## src/verilog/rspsp_defines.vh

```
`ifndef RSPSP_DEFINES_VH
`define RSPSP_DEFINES_VH
// ***************************************************************
// Register map
// ***************************************************************
`define RSPSP_ADDR_W          12
`define RSPSP_SYS_CTRL_OFF    12'h080
`define RSPSP_PWR_WORD_OFF    12'h084
`define RSPSP_STATUS_OFF      12'h088
`define RSPSP_SYS_CTRL_RST    32'h00000000
`define RSPSP_PWR_WORD_RST    32'h00000000
// ***************************************************************
// Field positions
// ***************************************************************
`define RSPSP_CLK_DIR_BIT     27
`define RSPSP_SUSPEND_BIT     0
`define RSPSP_BUSY_BIT        0
`define RSPSP_SW_CLK_IN_BIT   1
// ***************************************************************
// Timing
// ***************************************************************
`define RSPSP_WORD_BITS       16
`define RSPSP_CLK_DIV         4
`endif

```

## src/verilog/rspsp_shifter.v

```verilog
`timescale 1ns/10ps
`include "rspsp_defines.vh"
// ***************************************************************
// Serial shifter toward the power switch
// ***************************************************************
module rspsp_shifter #(
   parameter WORD_BITS = `RSPSP_WORD_BITS,
   parameter CLK_DIV   = `RSPSP_CLK_DIV
) (
   input  wire                 pclk,
   input  wire                 rst_n,
   input  wire                 start,
   input  wire [WORD_BITS-1:0] word,
   input  wire                 drive_clk,
   input  wire                 ext_clk_s,
   output reg                  sw_data,
   output reg                  sw_latch,
   output reg                  sw_clk_out,
   output wire                 busy
);
   localparam S_IDLE  = 2'd0;
   localparam S_SHIFT = 2'd1;
   localparam S_LATCH = 2'd2;

   reg [1:0]           state;
   reg [WORD_BITS-1:0] shreg;
   reg [7:0]           bitcnt;
   reg [7:0]           div;
   reg                 ext_q;
   wire                int_rise;
   wire                int_fall;
   wire                ext_rise;
   wire                ext_fall;
   wire                rise;
   wire                fall;

   assign int_rise = drive_clk && (div == CLK_DIV - 1) && !sw_clk_out;
   assign int_fall = drive_clk && (div == CLK_DIV - 1) && sw_clk_out;
   assign ext_rise = !drive_clk && ext_clk_s && !ext_q;
   assign ext_fall = !drive_clk && !ext_clk_s && ext_q;
   assign rise     = int_rise || ext_rise;
   assign fall     = int_fall || ext_fall;
   assign busy     = (state != S_IDLE);

   always @(posedge pclk or negedge rst_n) begin
      if (!rst_n) begin
         state      <= S_IDLE;
         shreg      <= {WORD_BITS{1'b0}};
         bitcnt     <= 8'h00;
         div        <= 8'h00;
         ext_q      <= 1'b0;
         sw_data    <= 1'b0;
         sw_latch   <= 1'b0;
         sw_clk_out <= 1'b0;
      end else begin
         ext_q <= ext_clk_s;
         if (div == CLK_DIV - 1) begin
            div <= 8'h00;
         end else begin
            div <= div + 8'h01;
         end
         if (int_rise || int_fall) begin
            sw_clk_out <= int_rise && busy;
         end
         case (state)
            S_IDLE: begin
               sw_latch <= 1'b0;
               if (start) begin
                  shreg   <= word;
                  sw_data <= word[WORD_BITS-1];
                  bitcnt  <= 8'h00;
                  state   <= S_SHIFT;
               end
            end
            S_SHIFT: begin
               // Data changes on the falling edge so it is stable at the rise
               if (rise) begin
                  bitcnt <= bitcnt + 8'h01;
               end
               if (fall && bitcnt != 8'h00) begin
                  if (bitcnt == WORD_BITS) begin
                     state    <= S_LATCH;
                     sw_latch <= 1'b1;
                  end else begin
                     shreg   <= {shreg[WORD_BITS-2:0], 1'b0};
                     sw_data <= shreg[WORD_BITS-2];
                  end
               end
            end
            S_LATCH: begin
               // Latch held for one switch clock period, no shifting meanwhile
               if (fall) begin
                  sw_latch <= 1'b0;
                  state    <= S_IDLE;
               end
            end
            default: begin
               state <= S_IDLE;
            end
         endcase
      end
   end
endmodule

```

## src/verilog/rspsp_top.v

```verilog
`timescale 1ns/10ps
`include "rspsp_defines.vh"
// Summary of operation
// - Whole-chip reset tri-states outputs, clears registers
// - Host bus reset tri-states, partial clear, blocks new words
// - Suspend keeps registers through whole-chip reset
// - Suspend keeps registers through host bus reset
// - Bus signals sampled on host clock rise
// - Switch samples data on clock rise
// - Switch clock input unless bit 27 set
// - Power word sent serially on data line
// - Latch marks shifted data valid
module rspsp_top #(
   parameter WORD_BITS = `RSPSP_WORD_BITS,
   parameter CLK_DIV   = `RSPSP_CLK_DIV
) (
   input  wire        pclk,
   input  wire        presetn,
   input  wire        whole_chip_reset_n,
   input  wire        host_bus_reset_n,
   input  wire        suspend_n,
   input  wire        psel,
   input  wire        penable,
   input  wire        pwrite,
   input  wire [11:0] paddr,
   input  wire [31:0] pwdata,
   output reg  [31:0] prdata,
   output wire        pready,
   output wire        pslverr,
   input  wire        sw_clk_in,
   output wire        sw_clk_out,
   output wire        sw_clk_oe,
   output wire        sw_data,
   output wire        sw_data_oe,
   output wire        sw_latch,
   output wire        sw_latch_oe
);
   // ***************************************************************
   // Decode helpers
   // ***************************************************************
   // Used by the error response only; the read path decodes with its own case
   function is_mapped;
      input [11:0] addr;
      begin
         is_mapped = (addr == `RSPSP_SYS_CTRL_OFF) ||
                     (addr == `RSPSP_PWR_WORD_OFF) ||
                     (addr == `RSPSP_STATUS_OFF);
      end
   endfunction

   function [31:0] status_word;
      input busy_f;
      input clk_f;
      begin
         status_word                       = 32'h00000000;
         status_word[`RSPSP_BUSY_BIT]      = busy_f;
         status_word[`RSPSP_SW_CLK_IN_BIT] = clk_f;
      end
   endfunction

   // ***************************************************************
   // Synchronisers
   // ***************************************************************
   // Raw pins are flopped first; reset loads their idle levels
   localparam             N_SYNC    = 4;
   localparam [N_SYNC-1:0] SYNC_IDLE = 4'he;

   wire [N_SYNC-1:0] pin_raw;
   wire [N_SYNC-1:0] pin_s;
   wire              gr_act;
   wire              hr_act;
   wire              susp;
   wire              sw_clk_s;

   assign pin_raw = {whole_chip_reset_n, host_bus_reset_n, suspend_n, sw_clk_in};

   genvar g;
   generate
      for (g = 0; g < N_SYNC; g = g + 1) begin : g_sync
         reg s1;
         reg s2;

         always @(posedge pclk or negedge presetn) begin
            if (!presetn) begin
               s1 <= SYNC_IDLE[g];
               s2 <= SYNC_IDLE[g];
            end else begin
               s1 <= pin_raw[g];
               s2 <= s1;
            end
         end
         assign pin_s[g] = s2;
      end
   endgenerate

   assign gr_act   = !pin_s[3];
   assign hr_act   = !pin_s[2];
   assign susp     = !pin_s[1];
   assign sw_clk_s = pin_s[0];

   // ***************************************************************
   // Reset handling
   // ***************************************************************
   wire any_rst;
   wire clr_all;
   wire clr_some;

   // Suspend shields register contents, never the pins
   assign any_rst  = gr_act || hr_act;
   assign clr_all  = gr_act && !susp;
   assign clr_some = (gr_act || hr_act) && !susp;

   // ***************************************************************
   // Registers
   // ***************************************************************
   reg  [31:0] sys_ctrl;
   reg  [31:0] pwr_word;
   reg         start;
   wire        busy;
   wire        wr_acc;
   wire        wr_ctrl;
   wire        wr_word;
   wire        take_word;
   wire        rd_setup;
   wire        clk_dir;

   // Zero wait states: every access completes in its first access cycle
   assign wr_acc    = psel && penable && pwrite && !any_rst;
   assign wr_ctrl   = wr_acc && (paddr == `RSPSP_SYS_CTRL_OFF);
   assign wr_word   = wr_acc && (paddr == `RSPSP_PWR_WORD_OFF);
   // A write while busy is refused so a word is never torn
   assign take_word = wr_word && !busy && !start;
   assign rd_setup  = psel && !penable && !pwrite;
   assign clk_dir   = sys_ctrl[`RSPSP_CLK_DIR_BIT];
   assign pready    = 1'b1;
   assign pslverr   = psel && penable && !is_mapped(paddr);

   // Control survives a host bus reset; only the whole-chip one clears it
   always @(posedge pclk or negedge presetn) begin
      if (!presetn) begin
         sys_ctrl <= `RSPSP_SYS_CTRL_RST;
      end else if (clr_all) begin
         sys_ctrl <= `RSPSP_SYS_CTRL_RST;
      end else if (wr_ctrl) begin
         sys_ctrl <= pwdata;
      end
   end

   always @(posedge pclk or negedge presetn) begin
      if (!presetn) begin
         pwr_word <= `RSPSP_PWR_WORD_RST;
         start    <= 1'b0;
      end else if (clr_some) begin
         pwr_word <= `RSPSP_PWR_WORD_RST;
         start    <= 1'b0;
      end else begin
         start <= take_word;
         if (take_word) begin
            pwr_word <= pwdata;
         end
      end
   end

   always @(posedge pclk or negedge presetn) begin
      if (!presetn) begin
         prdata <= 32'h00000000;
      end else if (rd_setup) begin
         // Loaded in setup, it stands through the access cycle
         case (paddr)
            `RSPSP_SYS_CTRL_OFF: prdata <= sys_ctrl;
            `RSPSP_PWR_WORD_OFF: prdata <= pwr_word;
            `RSPSP_STATUS_OFF:   prdata <= status_word(busy || start, sw_clk_s);
            default:             prdata <= 32'h00000000;
         endcase
      end
   end

   // ***************************************************************
   // Serial port
   // ***************************************************************
   wire sh_data;
   wire sh_latch;
   wire sh_clk;
   wire sh_rst_n;

   // Pin resets do not cut a word in flight, they only stop new ones and
   // release the pins; a cut word would leave the switch half loaded
   assign sh_rst_n = presetn;

   rspsp_shifter #(
      .WORD_BITS (WORD_BITS),
      .CLK_DIV   (CLK_DIV)
   ) rspsp_shifter_i (
      .pclk       (pclk),
      .rst_n      (sh_rst_n),
      .start      (start && !any_rst),
      .word       (pwr_word[WORD_BITS-1:0]),
      .drive_clk  (clk_dir),
      .ext_clk_s  (sw_clk_s),
      .sw_data    (sh_data),
      .sw_latch   (sh_latch),
      .sw_clk_out (sh_clk),
      .busy       (busy)
   );

   assign sw_data     = sh_data;
   assign sw_latch    = sh_latch;
   assign sw_clk_out  = sh_clk;

   // ***************************************************************
   // Output enables
   // ***************************************************************
   // Either reset releases every driven pin, suspended or not
   wire drive_ok;

   assign drive_ok    = !any_rst;
   assign sw_data_oe  = drive_ok;
   assign sw_latch_oe = drive_ok;
   assign sw_clk_oe   = clk_dir && drive_ok;
endmodule

```

## config.mk

```make
export PLATFORM = sky130hd
export DESIGN_NAME = rspsp_top
export DESIGN_NICKNAME = d
export VERILOG_FILES = /design/src/verilog/rspsp_shifter.v /design/src/verilog/rspsp_top.v
export VERILOG_INCLUDE_DIRS = /design/src /design/src/verilog
export SDC_FILE = /design/constraint.sdc
export NUM_CORES = 1
export LEC_CHECK = 0
export ABC_AREA = 1
export BUFFER_PORTS_ARGS = -buffer_cell sky130_fd_sc_hd__buf_2
export CAP_MARGIN = 20
export CORE_MARGIN = 3
export CORE_UTILIZATION = 52
export DETAILED_ROUTE_END_ITERATION = 7
export PLACE_DENSITY = 0.88
export SETUP_SLACK_MARGIN = 0.15
export SYNTH_ARGS = -nofsm -noshare
export SYNTH_HDL_FRONTEND = slang
export SYNTH_HIERARCHICAL = 1
export SYNTH_SLANG_ARGS = --single-unit
```

## constraint.sdc

```tcl
create_clock -name pclk -period 1.6 [get_ports pclk]
set_clock_uncertainty 0.2 [all_clocks]
set_input_delay 0.32 -clock pclk [delete_from_list [all_inputs] [get_ports pclk]]
set_output_delay 0.32 -clock pclk [all_outputs]
set_load 0.01 [all_outputs]
```

==> impl_metrics.ini, run 1 <==
[sta]
clock.fmax_ghz = 0.458
min_period_ns = 2.19
finalHoldViolations = 0
final-setup-viol-count = 98
drv_slew = 0
min_period_over_period = 1.37
grt_setup_unrepaired = true
fin_ws_ns = -0.586

[finish]
diodes = 0
multi_input_area_um2 = 3780
fin_util = 0.873
nets = 1119
nFillCells = 486
instances_no_fill = 1244
layout_commonest_cell = nand2_1
seqCellArea_um2 = 3560
syn2layout_area_growth_pct = 59.8
drive_above_1_share = 0.431
final_cell_mix = nand2_1 (311), dfrtp_1 (136), buf_2 (77), buf_4 (76), nand3_2 (71)

[worst_setup_path]
cp.required_ns = 1.66
r2r_setup_slack_ns = -0.59
cp-start-kind = flip-flop
critPathCaptureType = flip-flop
critical_path_class = reg2reg
critPathMaxFanout = 6
critPathArrivalTime_ns = 2.25

[route]
drtIter0Drc = 1372
drc = 18
drt_first_pass_iters = 8
via_per_inst = 6.60
route.antenna.remaining_nets = 0
post_drt_wl_per_cell_um = 25.9
drt_wl_total_um = 32200
dr_total_vias = 8208

[place]
dp_cells = 1094
finalWeightedCongestion = 0.825
portBuffers = 91
dp_hpwl_um = 11500

[clock_tree]
htree_levels = 4
root_buffer = clkbuf_16
cts_tree = built
numClockSinks = 142
clkTransAtPathRegs_ns = 0.07
insertion_delay_ns = 0.45
cts.path.max_buffers = 2
cts_buffers = 17

[floorplan]
start_util = 0.546
core_area_um2 = 12300
die_height_um = 120
pin_count = 93
dieArea_um2 = 14300
fp.dieW_um = 120
rows = 40

[global_route]
grt_pass1_wl_um = 39100
grt_pass1_vias = 7419
track_usage = 0.354
antenna_found_initial = 0
grt_overflow = 0
grt_max_degree = 47

[logic_synthesis]
yosysTopAreaCellShare = 0.506
synth-seq-area-share = 0.529
syn-mean-instance-area_um2 = 8.15
synth_area_leaders = dfrtp_1 (51%), nand2_1 (20%), nand3_1 (11%), dfstp_2 (2.3%), nand3_2 (1.9%)
netlist_instances = 825
synth_cell_types = 31
synth.cell_area_um2 = 6730
ys_ff_latch = 142
synth_fp_nets = 881
yosys_warnings = 6
synth_top_area_cell = dfrtp_1

[run_status]
outcome = complete, but fails checks
violations = DRC, setup timing

[min_path]
hold_path_class = in2async

[power]
ir_drop_mv = 0.642
powerDensity_nw_per_um2 = 850
leakage_nw = 5.61

[run]
maxCapViolCount = 0
[sequential cells by signal, indices dropped and copies added, names as in the netlist]
register,count
rspsp_shifter_i/sw_latch,1
rspsp_shifter_i/state,2
sys_ctrl,32
g_sync.s1,4
rspsp_shifter_i/sw_data,1
rspsp_shifter_i/div,8
rspsp_shifter_i/shreg,15
start,1
prdata,32
rspsp_shifter_i/bitcnt,8
rspsp_shifter_i/sw_clk_out,1
g_sync.s2,4
pwr_word,32
rspsp_shifter_i/ext_q,1
[cell families (layout without fill, tap and decap cells)]
group / Yosys count / count (layout) / share of synthesized area
flip-flops: 142 / 142 / 0.529
other: 1 / 1 / 0.000558
AND/OR/NAND/NOR: 583 / 585 / 0.384
buffers and inverters: 77 / 326 / 0.0607
AO/OA/AOI/OAI: 10 / 10 / 0.00781
XOR/XNOR: 9 / 9 / 0.0117
adder cells (fa/ha/maj): 3 / 3 / 0.00558
[layer usage]
layer | up-vias | share of wire | global-route usage
met1 | 3794 | 0.32 | 0.413
met5 | - | 0 | 0
li1 | 3108 | - | -
met2 | 981 | 0.44 | 0.571
met3 | 325 | 0.15 | 0.0961
met4 | 0 | 0.087 | 0.236
[critical path, cell delays in order (launching register included)]
cell and delay (ns):
dfrtp_1 0.40, nor2_2 0.17, inv_1 0.07, or2_4 0.25
nor2_4 0.11, nand3_4 0.20, buf_12 0.22, buf_16 0.13
nand3_2 0.05, nand2_1 0.20
[timing repair]
action | CTS | global route
hold buffers | 37 | 0
hold endpoints to repair | 204 | 0
resized for setup | 87 | 136
endpoints found under the setup margin | 132 | 161
pin swaps | 34 | 64
gates cloned | 12 | 4
buffers inserted | 30 | 35
[per-stage QoR]
step	power [mW]	area, µm²	TNS (ns)	hold slack [ns]	setup WS [ns]
global route	9.32	10700	-33.01	0.0924	-0.625
finish	9.13	10700	-29.99	0.0761	-0.586
global placement	4.49	8000	-16.40	-0.0319	-0.234
CTS	8.61	9770	-15.61	0.0855	-0.292
detailed placement	4.51	8000	-21.95	-0.0270	-0.296
floorplan	4.09	7060	-2.20	-0.176	-0.0753
[where the power goes]
| group | switching (mW) | total (mW) | internal [mW] | leakage (nW) |
|---|---|---|---|---|
| Sequential | 0.0438 | 3.70 | 3.65 | 1.94 |
| Clock | 1.76 | 4.11 | 2.35 | 0.281 |
| Combinational | 0.763 | 1.33 | 0.565 | 3.38 |
[synthesized netlist by cell type, drive strengths merged]
master	instances
o211ai	1
nand4	5
and2	1
dfrtp	136
or3b	1
clkbuf	8
nand3	161
nand3b	3
nand2	376
buf	36
clkinv	1
dfstp	6
or2	1
nor3	2
xnor2	2
ha	3
o21ai	9
nor2	33
xor2	7
inv	32
conb	1
[final cells by class]
| cell class | count | area share |
|---|---|---|
| inverter | 33 | 0.0151 |
| clock inverter | 12 | 0.0125 |
| timing repair inverter | 5 | 0.00861 |
| timing repair buffer | 256 | 0.219 |
| multi-input combinational | 608 | 0.352 |
| tap | 168 | 0.0196 |
| sequential | 142 | 0.331 |
| clock buffer | 20 | 0.0416 |
[final timing paths]
path | start | endpoint | depth (start not counted)
min in group pclk | g_sync[3].s1 | g_sync[3].s2 | 0
max in group asynchronous | presetn | prdata[15] | 3
min reg2reg | g_sync[3].s1 | g_sync[3].s2 | 0
max | rspsp_shifter_i/state[0] | pwr_word[19] | 9
min | presetn | rspsp_shifter_i/div[4] | 2
max reg2reg | rspsp_shifter_i/state[0] | pwr_word[19] | 9
Power figures use the tool's default switching activity.
==> inputs of run 2 (changes only) <==
--- a/config.mk
+++ b/config.mk
@@ -10,9 +10,10 @@
 export BUFFER_PORTS_ARGS = -buffer_cell sky130_fd_sc_hd__buf_2
 export CAP_MARGIN = 20
 export CORE_MARGIN = 3
-export CORE_UTILIZATION = 52
+export CORE_UTILIZATION = 54
+export CTS_BUF_LIST = sky130_fd_sc_hd__clkbuf_8
 export DETAILED_ROUTE_END_ITERATION = 7
-export PLACE_DENSITY = 0.88
+export PLACE_DENSITY = 0.91
 export SETUP_SLACK_MARGIN = 0.15
 export SYNTH_ARGS = -nofsm -noshare
 export SYNTH_HDL_FRONTEND = slang
==> constraint.sdc (replaced) <==
create_clock -name pclk -period 1.8 [get_ports pclk]
set_clock_uncertainty 0.2 [all_clocks]
set_input_delay 0.36 -clock pclk [delete_from_list [all_inputs] [get_ports pclk]]
set_output_delay 0.36 -clock pclk [all_outputs]
set_load 0.01 [all_outputs]
==> run 2 against run 1 <==
Compared with the run above: hold slack gained 0.086 ns; via count shrank 9.1%; global-route usage shrank 6.5 points; cell area shrank 12%; highest routed layer unchanged; non-clock buffer count shrank 55; sequential power shrank 11%; combinational power shrank 35%; the run ends with setup timing left; flip-flop and latch count is the same; first-iteration DRC count shrank 11%; register-to-register slack gained 0.39 ns; power shrank 23%.
==> impl_metrics.ini, run 2 (synthesis results as in run 1) <==
[run_status]
violations = setup timing
outcome = complete, but fails checks

[finish]
drive_above_1_share = 0.326
final_cell_mix = nand2_1 (326), dfrtp_1 (136), nand3_1 (110), buf_2 (84), nand3_2 (42)
fin_area_um2 = 9470
nets = 1058
nFillCells = 696
layout_commonest_cell = nand2_1
top_regs = prdata: 32 flops, pwr_word: 32 flops, sys_ctrl: 32 flops
diodes = 0
seqCellArea_um2 = 3560
fin_util = 0.782
syn2layout_area_growth_pct = 40.9
multi_input_area_um2 = 3280

[floorplan]
fp.dieW_um = 118
start_util = 0.555
dieArea_um2 = 13800
die_height_um = 118
core_area_um2 = 12100
rows = 40
pin_count = 93

[place]
dp_hpwl_um = 10900
finalWeightedCongestion = 0.818
portBuffers = 91
post_dp_cell_area_um2 = 7530

[sta]
finalHoldViolations = 0
min_period_over_period = 1.11
clock.fmax_ghz = 0.501
fin_ws_ns = -0.195
final-setup-viol-count = 67
final.setup.tns_ns = -4.61
grt_setup_unrepaired = true
min_period_ns = 2.00
drv_slew = 0
fin_hold_ws_ns = 0.162

[power]
ir_drop_mv = 0.804
leakage_nw = 5.23
powerDensity_nw_per_um2 = 744
total_power_mw = 7.05

[global_route]
grt_pass1_wl_um = 32200
grt_overflow = 0
track_usage = 0.288
antenna_found_initial = 0
grt_max_degree = 59
grt_pass1_vias = 6679

[clock_tree]
numClockSinks = 142
cts.path.max_buffers = 2
htree_levels = 4
insertion_delay_ns = 0.49
root_buffer = clkbuf_8
cts_tree = built
clkTransAtPathRegs_ns = 0.10
cts_buffers = 17

[worst_setup_path]
r2r_setup_slack_ns = -0.20
cp-start-kind = flip-flop
rr_worst_depth = 10
cp.required_ns = 1.94
rr_startpoint = g_sync[3].s2
r2r_end = pwr_word[17]
critPathMaxFanout = 7
critPathArrivalTime_ns = 2.14
critical_path_class = reg2reg
critPathCaptureType = flip-flop

[route]
drtIter0Drc = 1219
post_drt_wl_per_cell_um = 21.5
drt_wl_total_um = 25500
route.antenna.remaining_nets = 0
drc = 0
via_per_inst = 6.30
dr_total_vias = 7458
drt_first_pass_iters = 6

[run]
maxCapViolCount = 0

[min_path]
hold_path_class = in2async
[run 2: cell types whose count changed in the layout (fill, tap and decap cells not counted), sizes merged, moves of 2 or more]
cell,previous run,this run
buf,216,158
bufinv,2,4
clkbuf,23,25
clkinvlp,3,1
inv,37,35
nand2,378,376
[run 2: power by group]
group / switching [mW] / internal (mW)
clock network: 1.31 / 1.57
registers: 0.0525 / 3.25
logic: 0.501 / 0.371
[run 2: repair_timing]
action	in CTS	in global routing
setup endpoints to repair	71	97
hold endpoints to repair	210	0
hold buffers	37	0
cloned	4	7
gates resized for setup	52	112
setup buffers	16	14
pin swaps	25	64
[run 2: how the worst max path moves through the flow]
stage | endpoint | slack, ns | depth (start not counted) | start
detailed placement | prdata[26] | -0.12 | 10 | paddr[1]
floorplan | rspsp_shifter_i/shreg[10] | 0.12 | 11 | rspsp_shifter_i/div[0]
global placement | pslverr | -0.04 | 7 | paddr[11]
global route | pwr_word[17] | -0.24 | 9 | rspsp_shifter_i/state[1]
finish | pwr_word[17] | -0.20 | 10 | g_sync[3].s2
CTS | sw_clk_oe | -0.06 | 3 | g_sync[3].s2
[run 2: cell type report]
class                   instances  area share
flip-flops and latches        142       0.376
multi-input cells             606       0.346
repair inverters                1    0.000925
clock buffers                  19      0.0276
repair buffers                201       0.193
clock inverters                13      0.0182
inverters                      33      0.0158
well taps                     168      0.0222
[run 2: layer usage]
metal,wire [µm],up-vias,track usage
met5,0,-,0
met4,2250,0,0.140
met3,2970,277,0.0754
met2,11700,742,0.486
met1,8550,3457,0.345
li1,-,2982,-
[run 2: metrics by stage]
stage               setup slack [ns]  instances
finish                        -0.195       1183
global route                  -0.239       1183
CTS                          -0.0584       1162
detailed placement            -0.121       1073
global placement             -0.0414       1073
floorplan                      0.124        825
[run 2: worst max-delay path: stages (launching register included)]
cell	delay [ns]
dfstp_2	0.56
nand2_4	0.09
inv_4	0.07
buf_6	0.09
nand3_4	0.10
nor2_4	0.13
nand3_4	0.08
buf_12	0.16
clkbuf_16	0.16
nand3_2	0.07
nand2_1	0.13
